[config.mk]
export PLATFORM = sky130hd
export DESIGN_NAME = pcsd_phase_count_strap_detect
export DESIGN_NICKNAME = d
export VERILOG_FILES = /design/src/pcsd_pkg.sv /design/src/pcsd_phase_count_strap_detect.sv
export SDC_FILE = /design/constraint.sdc
export NUM_CORES = 1
export LEC_CHECK = 0
export BUFFER_PORTS_ARGS = -buffer_cell sky130_fd_sc_hd__buf_2
export CAP_MARGIN = 30
export CORE_UTILIZATION = 44
export CTS_CLUSTER_DIAMETER = 120
export DETAILED_ROUTE_END_ITERATION = 8
export GPL_TIMING_DRIVEN = 0
export PLACE_DENSITY = 0.85
export SYNTH_ARGS = -nofsm -noshare
export SYNTH_HDL_FRONTEND = slang
export SYNTH_SLANG_ARGS = --single-unit
[constraint.sdc]
create_clock -name clock_i -period 1.85 [get_ports clock_i]
set_input_delay 0.185 -clock clock_i [delete_from_list [all_inputs] [get_ports clock_i]]
set_output_delay 0.185 -clock clock_i [all_outputs]
set_load 0.05 [all_outputs]
[src/pcsd_pkg.sv]
// constants for the phase count strap detector
// Operation
// - detect the strapped maximum phase count at every pin-setting step, the first after power-on included.
// - a sense pin sampled above supply minus 0.5 V marks its phase disabled.
// - latch the maximum count at every pin-setting detection, hold until next.
// - cap phase counts requested by pins or serial registers at the latched maximum.
`default_nettype none
package pcsd_pkg;
	localparam int unsigned PCSD_MAX_PHASES = 8;
	localparam int unsigned PCSD_CNT_W = 4;
	localparam logic [3:0] PCSD_RESET_COUNT = 4'h1;
	localparam logic [3:0] PCSD_MIN_COUNT = 4'h1;
	typedef enum logic [1:0] {PCSD_IDLE, PCSD_SAMPLE, PCSD_DONE} pcsd_state_t;
endpackage
`default_nettype wire

[src/pcsd_phase_count_strap_detect.sv]
// phase count strap detector and phase count limiter
`timescale 1ns/1ps
`default_nettype none
module pcsd_phase_count_strap_detect
	import pcsd_pkg::*;
#(
	parameter int unsigned NUM_PHASES = PCSD_MAX_PHASES
) (
	input wire logic clock_i,
	input wire logic resetn_i,
	input wire logic pin_setting_strobe_i,
	input wire logic [NUM_PHASES-1:0] phase_current_sense_pin_high_i,
	input wire logic [3:0] requested_phase_count_i,
	output logic [3:0] max_phase_count_o,
	output logic [3:0] allowed_phase_count_o,
	output logic detect_done_o,
	output logic strap_fault_o
);
	// four-bit counts and the run logic serve one to eight phases
	if (NUM_PHASES < 1 || NUM_PHASES > PCSD_MAX_PHASES) begin : g_bad_phases
		$error("pcsd: NUM_PHASES must lie in 1..8");
	end

	// detection state, latched maximum and fault flag
	pcsd_state_t state;
	pcsd_state_t next_state;
	logic [3:0] max_count;
	logic [3:0] next_max_count;
	logic fault;
	logic next_fault;
	// limiter register
	logic [3:0] allowed;
	logic [3:0] next_allowed;
	logic [3:0] strap_count;
	logic [NUM_PHASES:0] run;

	// contiguous run of enabled phases from phase one
	assign run[0] = 1'b1;
	genvar g;
	generate
		for (g = 0; g < NUM_PHASES; g++) begin : g_run
			// pin above supply minus 0.5 V reads high: phase disabled
			assign run[g+1] = run[g] & ~phase_current_sense_pin_high_i[g];
		end
	endgenerate

	// index of the last phase in the run
	always_comb begin
		strap_count = 4'h0;
		for (int i = 1; i <= NUM_PHASES; i++) begin
			if (run[i]) begin
				strap_count = 4'(i);
			end
		end
	end

	// one sample cycle per strobe, then hold the result
	always_comb begin
		next_state = state;
		next_max_count = max_count;
		next_fault = fault;
		unique case (state)
			PCSD_IDLE: begin
				// nothing sensed before the first pin-setting step
				if (pin_setting_strobe_i) begin
					next_state = PCSD_SAMPLE;
				end
			end
			PCSD_SAMPLE: begin
				// first pin tied high is a board error; keep one phase
				if (strap_count < PCSD_MIN_COUNT) begin
					next_max_count = PCSD_MIN_COUNT;
					next_fault = 1'b1;
				end else begin
					next_max_count = strap_count;
					next_fault = 1'b0;
				end
				next_state = PCSD_DONE;
			end
			PCSD_DONE: begin
				// a later pin-setting step detects again
				if (pin_setting_strobe_i) begin
					next_state = PCSD_SAMPLE;
				end
			end
		endcase
	end

	always_comb begin
		// hardware maximum has top priority over any request
		if (requested_phase_count_i > max_count) begin
			next_allowed = max_count;
		// zero asks for no phase; one always runs
		end else if (requested_phase_count_i < PCSD_MIN_COUNT) begin
			next_allowed = PCSD_MIN_COUNT;
		end else begin
			next_allowed = requested_phase_count_i;
		end
	end

	// registers only; reset leaves a one-phase limit
	always_ff @(posedge clock_i or negedge resetn_i) begin
		if (!resetn_i) begin
			state <= PCSD_IDLE;
			max_count <= PCSD_RESET_COUNT;
			fault <= 1'b0;
			allowed <= PCSD_RESET_COUNT;
		end else begin
			state <= next_state;
			max_count <= next_max_count;
			fault <= next_fault;
			allowed <= next_allowed;
		end
	end

	// done is decoded from state; the rest are registers
	assign max_phase_count_o = max_count;
	assign allowed_phase_count_o = allowed;
	assign detect_done_o = (state == PCSD_DONE);
	assign strap_fault_o = fault;

	// limiter: one register stage, so allowed lags a new maximum by a cycle
	a_cap_holds: assert property (@(posedge clock_i) disable iff (!resetn_i)
		allowed <= max_count || $changed(max_count))
		else $error("allowed count above hardware maximum");
	a_cap_follow: assert property (@(posedge clock_i) disable iff (!resetn_i)
		(requested_phase_count_i >= PCSD_MIN_COUNT && requested_phase_count_i <= max_count)
		|=> allowed == $past(requested_phase_count_i))
		else $error("request within limit not passed");
	// requests above the strapped maximum are clipped, never refused
	a_cap_clip: assert property (@(posedge clock_i) disable iff (!resetn_i)
		requested_phase_count_i > max_count |=> allowed == $past(max_count))
		else $error("request above limit not clipped");
	// a zero request still runs one phase
	a_cap_floor: assert property (@(posedge clock_i) disable iff (!resetn_i)
		requested_phase_count_i < PCSD_MIN_COUNT |=> allowed == PCSD_MIN_COUNT)
		else $error("zero request not raised to one phase");
	a_allowed_min: assert property (@(posedge clock_i) disable iff (!resetn_i)
		allowed >= PCSD_MIN_COUNT)
		else $error("allowed count below one phase");
	a_cap_steady: assert property (@(posedge clock_i) disable iff (!resetn_i)
		($stable(requested_phase_count_i) && $stable(max_count)) |=> $stable(allowed))
		else $error("allowed count moved without cause");

	// detection: pins are read only in the sample cycle
	a_latch_sample: assert property (@(posedge clock_i) disable iff (!resetn_i)
		(state == PCSD_SAMPLE && strap_count >= PCSD_MIN_COUNT)
		|=> max_count == $past(strap_count) && detect_done_o)
		else $error("strap count not latched");
	a_latch_hold: assert property (@(posedge clock_i) disable iff (!resetn_i)
		(state != PCSD_SAMPLE) |=> $stable(max_count))
		else $error("maximum changed outside detection");
	a_fault_hold: assert property (@(posedge clock_i) disable iff (!resetn_i)
		(state != PCSD_SAMPLE) |=> $stable(fault))
		else $error("fault flag changed outside detection");
	// a strobe in idle or done starts a new detection
	a_detect_start: assert property (@(posedge clock_i) disable iff (!resetn_i)
		(pin_setting_strobe_i && state != PCSD_SAMPLE)
		|=> state == PCSD_SAMPLE ##1 detect_done_o)
		else $error("detection did not follow strobe");
	a_done_clears: assert property (@(posedge clock_i) disable iff (!resetn_i)
		(detect_done_o && pin_setting_strobe_i) |=> !detect_done_o)
		else $error("done not cleared by new strobe");
	// a strobe that lands in the sample cycle is ignored
	a_sample_once: assert property (@(posedge clock_i) disable iff (!resetn_i)
		state == PCSD_SAMPLE |=> state == PCSD_DONE)
		else $error("sample cycle not followed by done");
	a_done_stays: assert property (@(posedge clock_i) disable iff (!resetn_i)
		(detect_done_o && !pin_setting_strobe_i) |=> detect_done_o)
		else $error("done dropped without strobe");
	// nothing is sensed before the first pin-setting step
	a_idle_waits: assert property (@(posedge clock_i) disable iff (!resetn_i)
		(state == PCSD_IDLE && !pin_setting_strobe_i) |=> state == PCSD_IDLE)
		else $error("detection started without strobe");
	a_idle_max: assert property (@(posedge clock_i) disable iff (!resetn_i)
		state == PCSD_IDLE |-> max_count == PCSD_RESET_COUNT)
		else $error("maximum changed before first detection");
	a_idle_no_fault: assert property (@(posedge clock_i) disable iff (!resetn_i)
		state == PCSD_IDLE |-> !strap_fault_o)
		else $error("fault flag set before first detection");

	// a board that ties the first pin high still gets one phase
	a_first_pin: assert property (@(posedge clock_i) disable iff (!resetn_i)
		(state == PCSD_SAMPLE && phase_current_sense_pin_high_i[0])
		|=> strap_fault_o && max_count == PCSD_MIN_COUNT)
		else $error("first pin high not handled");
	a_fault_clear: assert property (@(posedge clock_i) disable iff (!resetn_i)
		(state == PCSD_SAMPLE && !phase_current_sense_pin_high_i[0]) |=> !strap_fault_o)
		else $error("fault kept with first pin low");
	a_fault_one: assert property (@(posedge clock_i) disable iff (!resetn_i)
		strap_fault_o |-> max_count == PCSD_MIN_COUNT)
		else $error("fault flag without one-phase limit");

	// the count is the length of the run from phase one
	a_count_range: assert property (@(posedge clock_i) disable iff (!resetn_i)
		max_count >= PCSD_MIN_COUNT && max_count <= 4'(NUM_PHASES))
		else $error("maximum count out of range");
	a_all_enabled: assert property (@(posedge clock_i) disable iff (!resetn_i)
		(state == PCSD_SAMPLE && !(|phase_current_sense_pin_high_i))
		|=> max_count == 4'(NUM_PHASES))
		else $error("all phases enabled not counted");

	// pin two only exists when more than one phase is built
	if (NUM_PHASES > 1) begin : g_pin_two
		a_disabled_pin: assert property (@(posedge clock_i) disable iff (!resetn_i)
			(state == PCSD_SAMPLE && phase_current_sense_pin_high_i[1]
				&& !phase_current_sense_pin_high_i[0])
			|=> max_count == 4'h1)
			else $error("pin two high must give one phase");
	end

	// a high pin ends the run; floating pins above it are ignored
	genvar k;
	generate
		for (k = 1; k < NUM_PHASES; k++) begin : g_run_end
			a_run_end: assert property (@(posedge clock_i) disable iff (!resetn_i)
				(state == PCSD_SAMPLE && phase_current_sense_pin_high_i[k]
					&& !(|phase_current_sense_pin_high_i[k-1:0]))
				|=> max_count == 4'(k))
				else $error("run of enabled phases not counted");
		end
	endgenerate
endmodule
`default_nettype wire

==> results.md <==
Outcome:
- The run finished with clean final reports.

Pwr:
- The power per standard cell area is 915.5 nW/um^2.
- The combinational fraction of design power is 0.348.
- The clock network fraction of total power is 0.235.
- The worst supply voltage drop on vdd is 516.0 uV.
- The final total power is 697.6 uW.
- The switching portion of total power is 0.3755.
- The share of total power dissipated in sequential elements is 0.417.
- The leakage power summed over all cells is 0.3907 nW.
- The switching power is 261.9 uW.
- The internal power consumption is 435.7 uW.

Run:
- Across the run, the number of max-cap violations was 0.

Place:
- The instance area at placement is 718.2 um^2.
- The port buffer count is 24.
- The placed instance count is 93.
- The pre-CTS setup slack is 0.1319 ns.
- Routability-driven placement finished with a final weighted congestion of 0.6548.
- The HPWL after detailed placement is 970.3 um.

STA:
- The worst path in the final design needs a cycle of 1.661 ns, including I/O delays and setup.
- Setup repair after global routing left no endpoint under its margin.
- The maximum achievable frequency is 0.6019 GHz.
- The total negative slack is 0 ns.
- The count of pins over their slew limit is 0.
- The fraction of the cycle the final worst path needs is 0.8980.
- The final count of hold timing violations was 0.
- The worst hold-check slack is 0.1574 ns.
- Setup violations remaining at the end of the flow were counted as 0.
- The slew of the pin with the lowest slew margin is 0.3913 ns.
- On the final layout, the worst clock skew is 0.003310 ns.
- The relative slew slack is 0.7367.
- The worst path meets setup with 0.1887 ns of slack.

Detailed routing:
- The residual DRC count is 0.
- The number of detailed-routing iterations run before antenna repair is 2.
- In the routed layout, each cell is associated on average with a via count of 5.202.
- The total number of vias is 515.
- The final wirelength is 1215 um.
- In the final routed layout, each cell accounts on average for 12.27 um.
- In this run, the number of DRC markers left after iteration 0 of detailed routing was 1.
- The post-detailed-route count of antenna-violating nets is 0.

Clocking:
- CTS built an H-tree with a depth of 1.
- After clock tree synthesis, the clock-pin slew on the worst setup and hold paths is 0.07 ns.
- The TritonCTS clock tree is done.
- Counting along the longest clock path gives a buffer depth of 2.
- The tree is rooted in a sky130_fd_sc_hd__clkbuf_4.
- The number of buffers inserted during clock tree synthesis is 3.
- The number of clock sinks is 11.
- The later pin in the worst-skew pair is clocked with a latency of 0.27 ns.

Final layout:
- After routing the design area is 762.0 um^2.
- 0 antenna diodes ended up in the layout.
- The final layout contains 105 nets.
- In the final layout, the share of cells above drive strength 1 is 0.4353.
- Compared with the post-synthesis result, the final layout area differs by 31.53%.
- The share of the core filled with cells in the final layout is 0.6506.
- The final standard cell count with taps included and fillers excluded is 99.

Worst setup path:
- The signal arrival time at the worst endpoint is 1.82 ns.
- The critical path goes through inv_1 -> ha_1 -> o21ai_1 -> a21oi_1 -> o21ai_2 -> mux2_2.
- The peak fanout along the critical path is 4.
- The setup path with the least slack is of type flop to flop.
- The worst setup path is launched from a flop.
- The slowest cell on the critical path is sky130_fd_sc_hd__dfrtp_2.
- STA classifies the critical path endpoint as a flop.
- The required arrival time at the worst endpoint is 2.01 ns.
- The family of cells with the greatest summed delay on the critical path is compound AO/OA/AOI/OAI gates.
- The buffer and inverter count on the worst path is 1.
- The critical path's largest stage delay is 0.40 ns.

Logic synthesis:
- Among all cell types in the netlist, the one instantiated most often is sky130_fd_sc_hd__dfrtp_1.
- Counting flops and latches in the post-synthesis netlist gives 11.
- The number of instances in the synthesized netlist is 55.
- The number of distinct standard cells referenced by the synthesized netlist is 24.
- The most used flip-flop cell after synthesis is sky130_fd_sc_hd__dfrtp_1.
- The count of synthesis-stage warnings from yosys is 0.
- The cell taking the most area after synthesis is sky130_fd_sc_hd__dfrtp_1.
- The share of flip-flops with an asynchronous set or reset after synthesis is 1.000.
- The post-synth net total is 74.
- Sorting the synthesized cells by area gives the leading types as sky130_fd_sc_hd__dfrtp_1 (39%), sky130_fd_sc_hd__dfstp_2 (9.1%), sky130_fd_sc_hd__ha_1 (8.6%).
- After synthesis the cells add up to 579.3 um^2.
- The average instance in the mapped netlist occupies 10.53 um^2.
- The share of the Yosys chip area taken by registers is 0.4795.
- The count of flip-flops with a built-in enable after synthesis is 0.
- The share of Yosys cell area claimed by the top area cell type is 0.3888.
- Ranked by instance count, the synthesized netlist is headed by sky130_fd_sc_hd__dfrtp_1 (9), sky130_fd_sc_hd__inv_1 (7), sky130_fd_sc_hd__nor2_1 (6).

GRT:
- The overall routing resource usage is 0.2072.
- The via count of the first global-routing pass is 467.
- The initial antenna violation count is 0.
- The first global-routing pass estimated 1938 um of wire.
- The pin count of the biggest net entering global routing is 12.
- The total grt overflow is 0.

Die:
- Measured along the y axis, the die boundary spans 38.29 um.
- The floorplan step defined a die boundary enclosing 1466 um^2.
- The starting density of the core is 0.4947.
- The die is 38.29 um wide.
- The cell row count is 12.
- 25 I/O pins were placed.
- The area inside the core boundary is 1171 um^2.

Min path:
- The tightest min-delay check is of the input pin to flop type.
==> tightest hold or removal path: stages <==
cell and delay (ns):
sky130_fd_sc_hd__buf_2 0.10, sky130_fd_sc_hd__inv_1 0.06, sky130_fd_sc_hd__nor2_1 0.04
==> state kept, by name, indices dropped and copies added (netlist names) <==
name and flops:
allowed_phase_count_o 4, max_phase_count_o 4, state 2, strap_fault_o 1
==> layout by cell type (no fill, tap or decap) <==
master	instances
sky130_fd_sc_hd__nand2_1	2
sky130_fd_sc_hd__or4b_1	1
sky130_fd_sc_hd__a21oi_1	2
sky130_fd_sc_hd__o21ai_2	1
sky130_fd_sc_hd__dlygate4sd3_1	1
sky130_fd_sc_hd__a21oi_2	1
sky130_fd_sc_hd__dfstp_2	2
sky130_fd_sc_hd__mux2i_1	1
sky130_fd_sc_hd__nand4_1	1
sky130_fd_sc_hd__nor2b_1	1
sky130_fd_sc_hd__o221a_1	1
sky130_fd_sc_hd__mux2_2	4
sky130_fd_sc_hd__clkbuf_4	3
sky130_fd_sc_hd__nor2_1	6
sky130_fd_sc_hd__o21ai_1	1
sky130_fd_sc_hd__dfrtp_1	8
sky130_fd_sc_hd__inv_1	7
sky130_fd_sc_hd__dfrtp_2	1
sky130_fd_sc_hd__nand2b_1	2
sky130_fd_sc_hd__nor4_1	1
sky130_fd_sc_hd__a21o_1	1
sky130_fd_sc_hd__buf_2	24
sky130_fd_sc_hd__nor3_1	2
sky130_fd_sc_hd__ha_1	4
sky130_fd_sc_hd__clkbuf_1	2
sky130_fd_sc_hd__o31ai_1	2
sky130_fd_sc_hd__a22o_1	1
sky130_fd_sc_hd__buf_4	1
sky130_fd_sc_hd__a32o_1	1
==> cells by family (layout without fill, tap and decap cells) <==
logic type | Yosys count | after routing | synth area share
and+or+nand+nor | 16 | 16 | 0.1404
AOI/OAI and AO/OA | 11 | 11 | 0.1469
DFF | 11 | 11 | 0.4795
buffers and inverters | 8 | 38 | 0.05184
muxes | 5 | 5 | 0.09503
adders and majority gates | 4 | 4 | 0.08640
==> worst paths after layout <==
path | from | slack [ns] | end | cells past startpoint
min in group asynchronous | resetn_i | 0.31 | allowed_phase_count_o[2] | 2
min reg2reg | state[0] | 0.50 | state[0] | 1
min | pin_setting_strobe_i | 0.16 | state[0] | 3
max | max_phase_count_o[2] | 0.19 | allowed_phase_count_o[2] | 6
max reg2reg | max_phase_count_o[2] | 0.19 | allowed_phase_count_o[2] | 6
max in group asynchronous | resetn_i | 1.28 | allowed_phase_count_o[0] | 2
==> timing repair <==
item / in CTS / in global routing
endpoints found under the hold margin: 9 / 0
gates resized for setup: 0 / 1
hold buffers: 1 / 0
buffers inserted: 0 / 1
setup endpoints to repair: 0 / 3
==> power by group through the flow <==
stage                     sequential, mW  clock (mW)  combinational (mW)
after global placement             0.293           0               0.231
after floorplan                    0.389           0              0.0769
after CTS                          0.291       0.168               0.240
final                              0.291       0.164               0.243
after detailed placement           0.296           0               0.238
after global routing               0.294       0.180               0.261
==> layout make-up <==
class / count / area (um^2)
multi-input cells: 36 / 271.5
inverters: 7 / 26.28
clock buffers: 4 / 26.28
repair buffers: 26 / 137.6
flip-flops and latches: 11 / 279.0
fillers: 107 / 409.1
plain buffers: 1 / 3.754
well taps: 14 / 17.52
==> metal layers <==
layer,part of all wire,vias up,global-route usage
met3,0.045,2,0.05233
met4,0.014,0,0.1339
met2,0.50,20,0.3559
met1,0.44,237,0.2218
li1,-,256,-
met5,0,-,0
(Power assumes the default switching activity.)
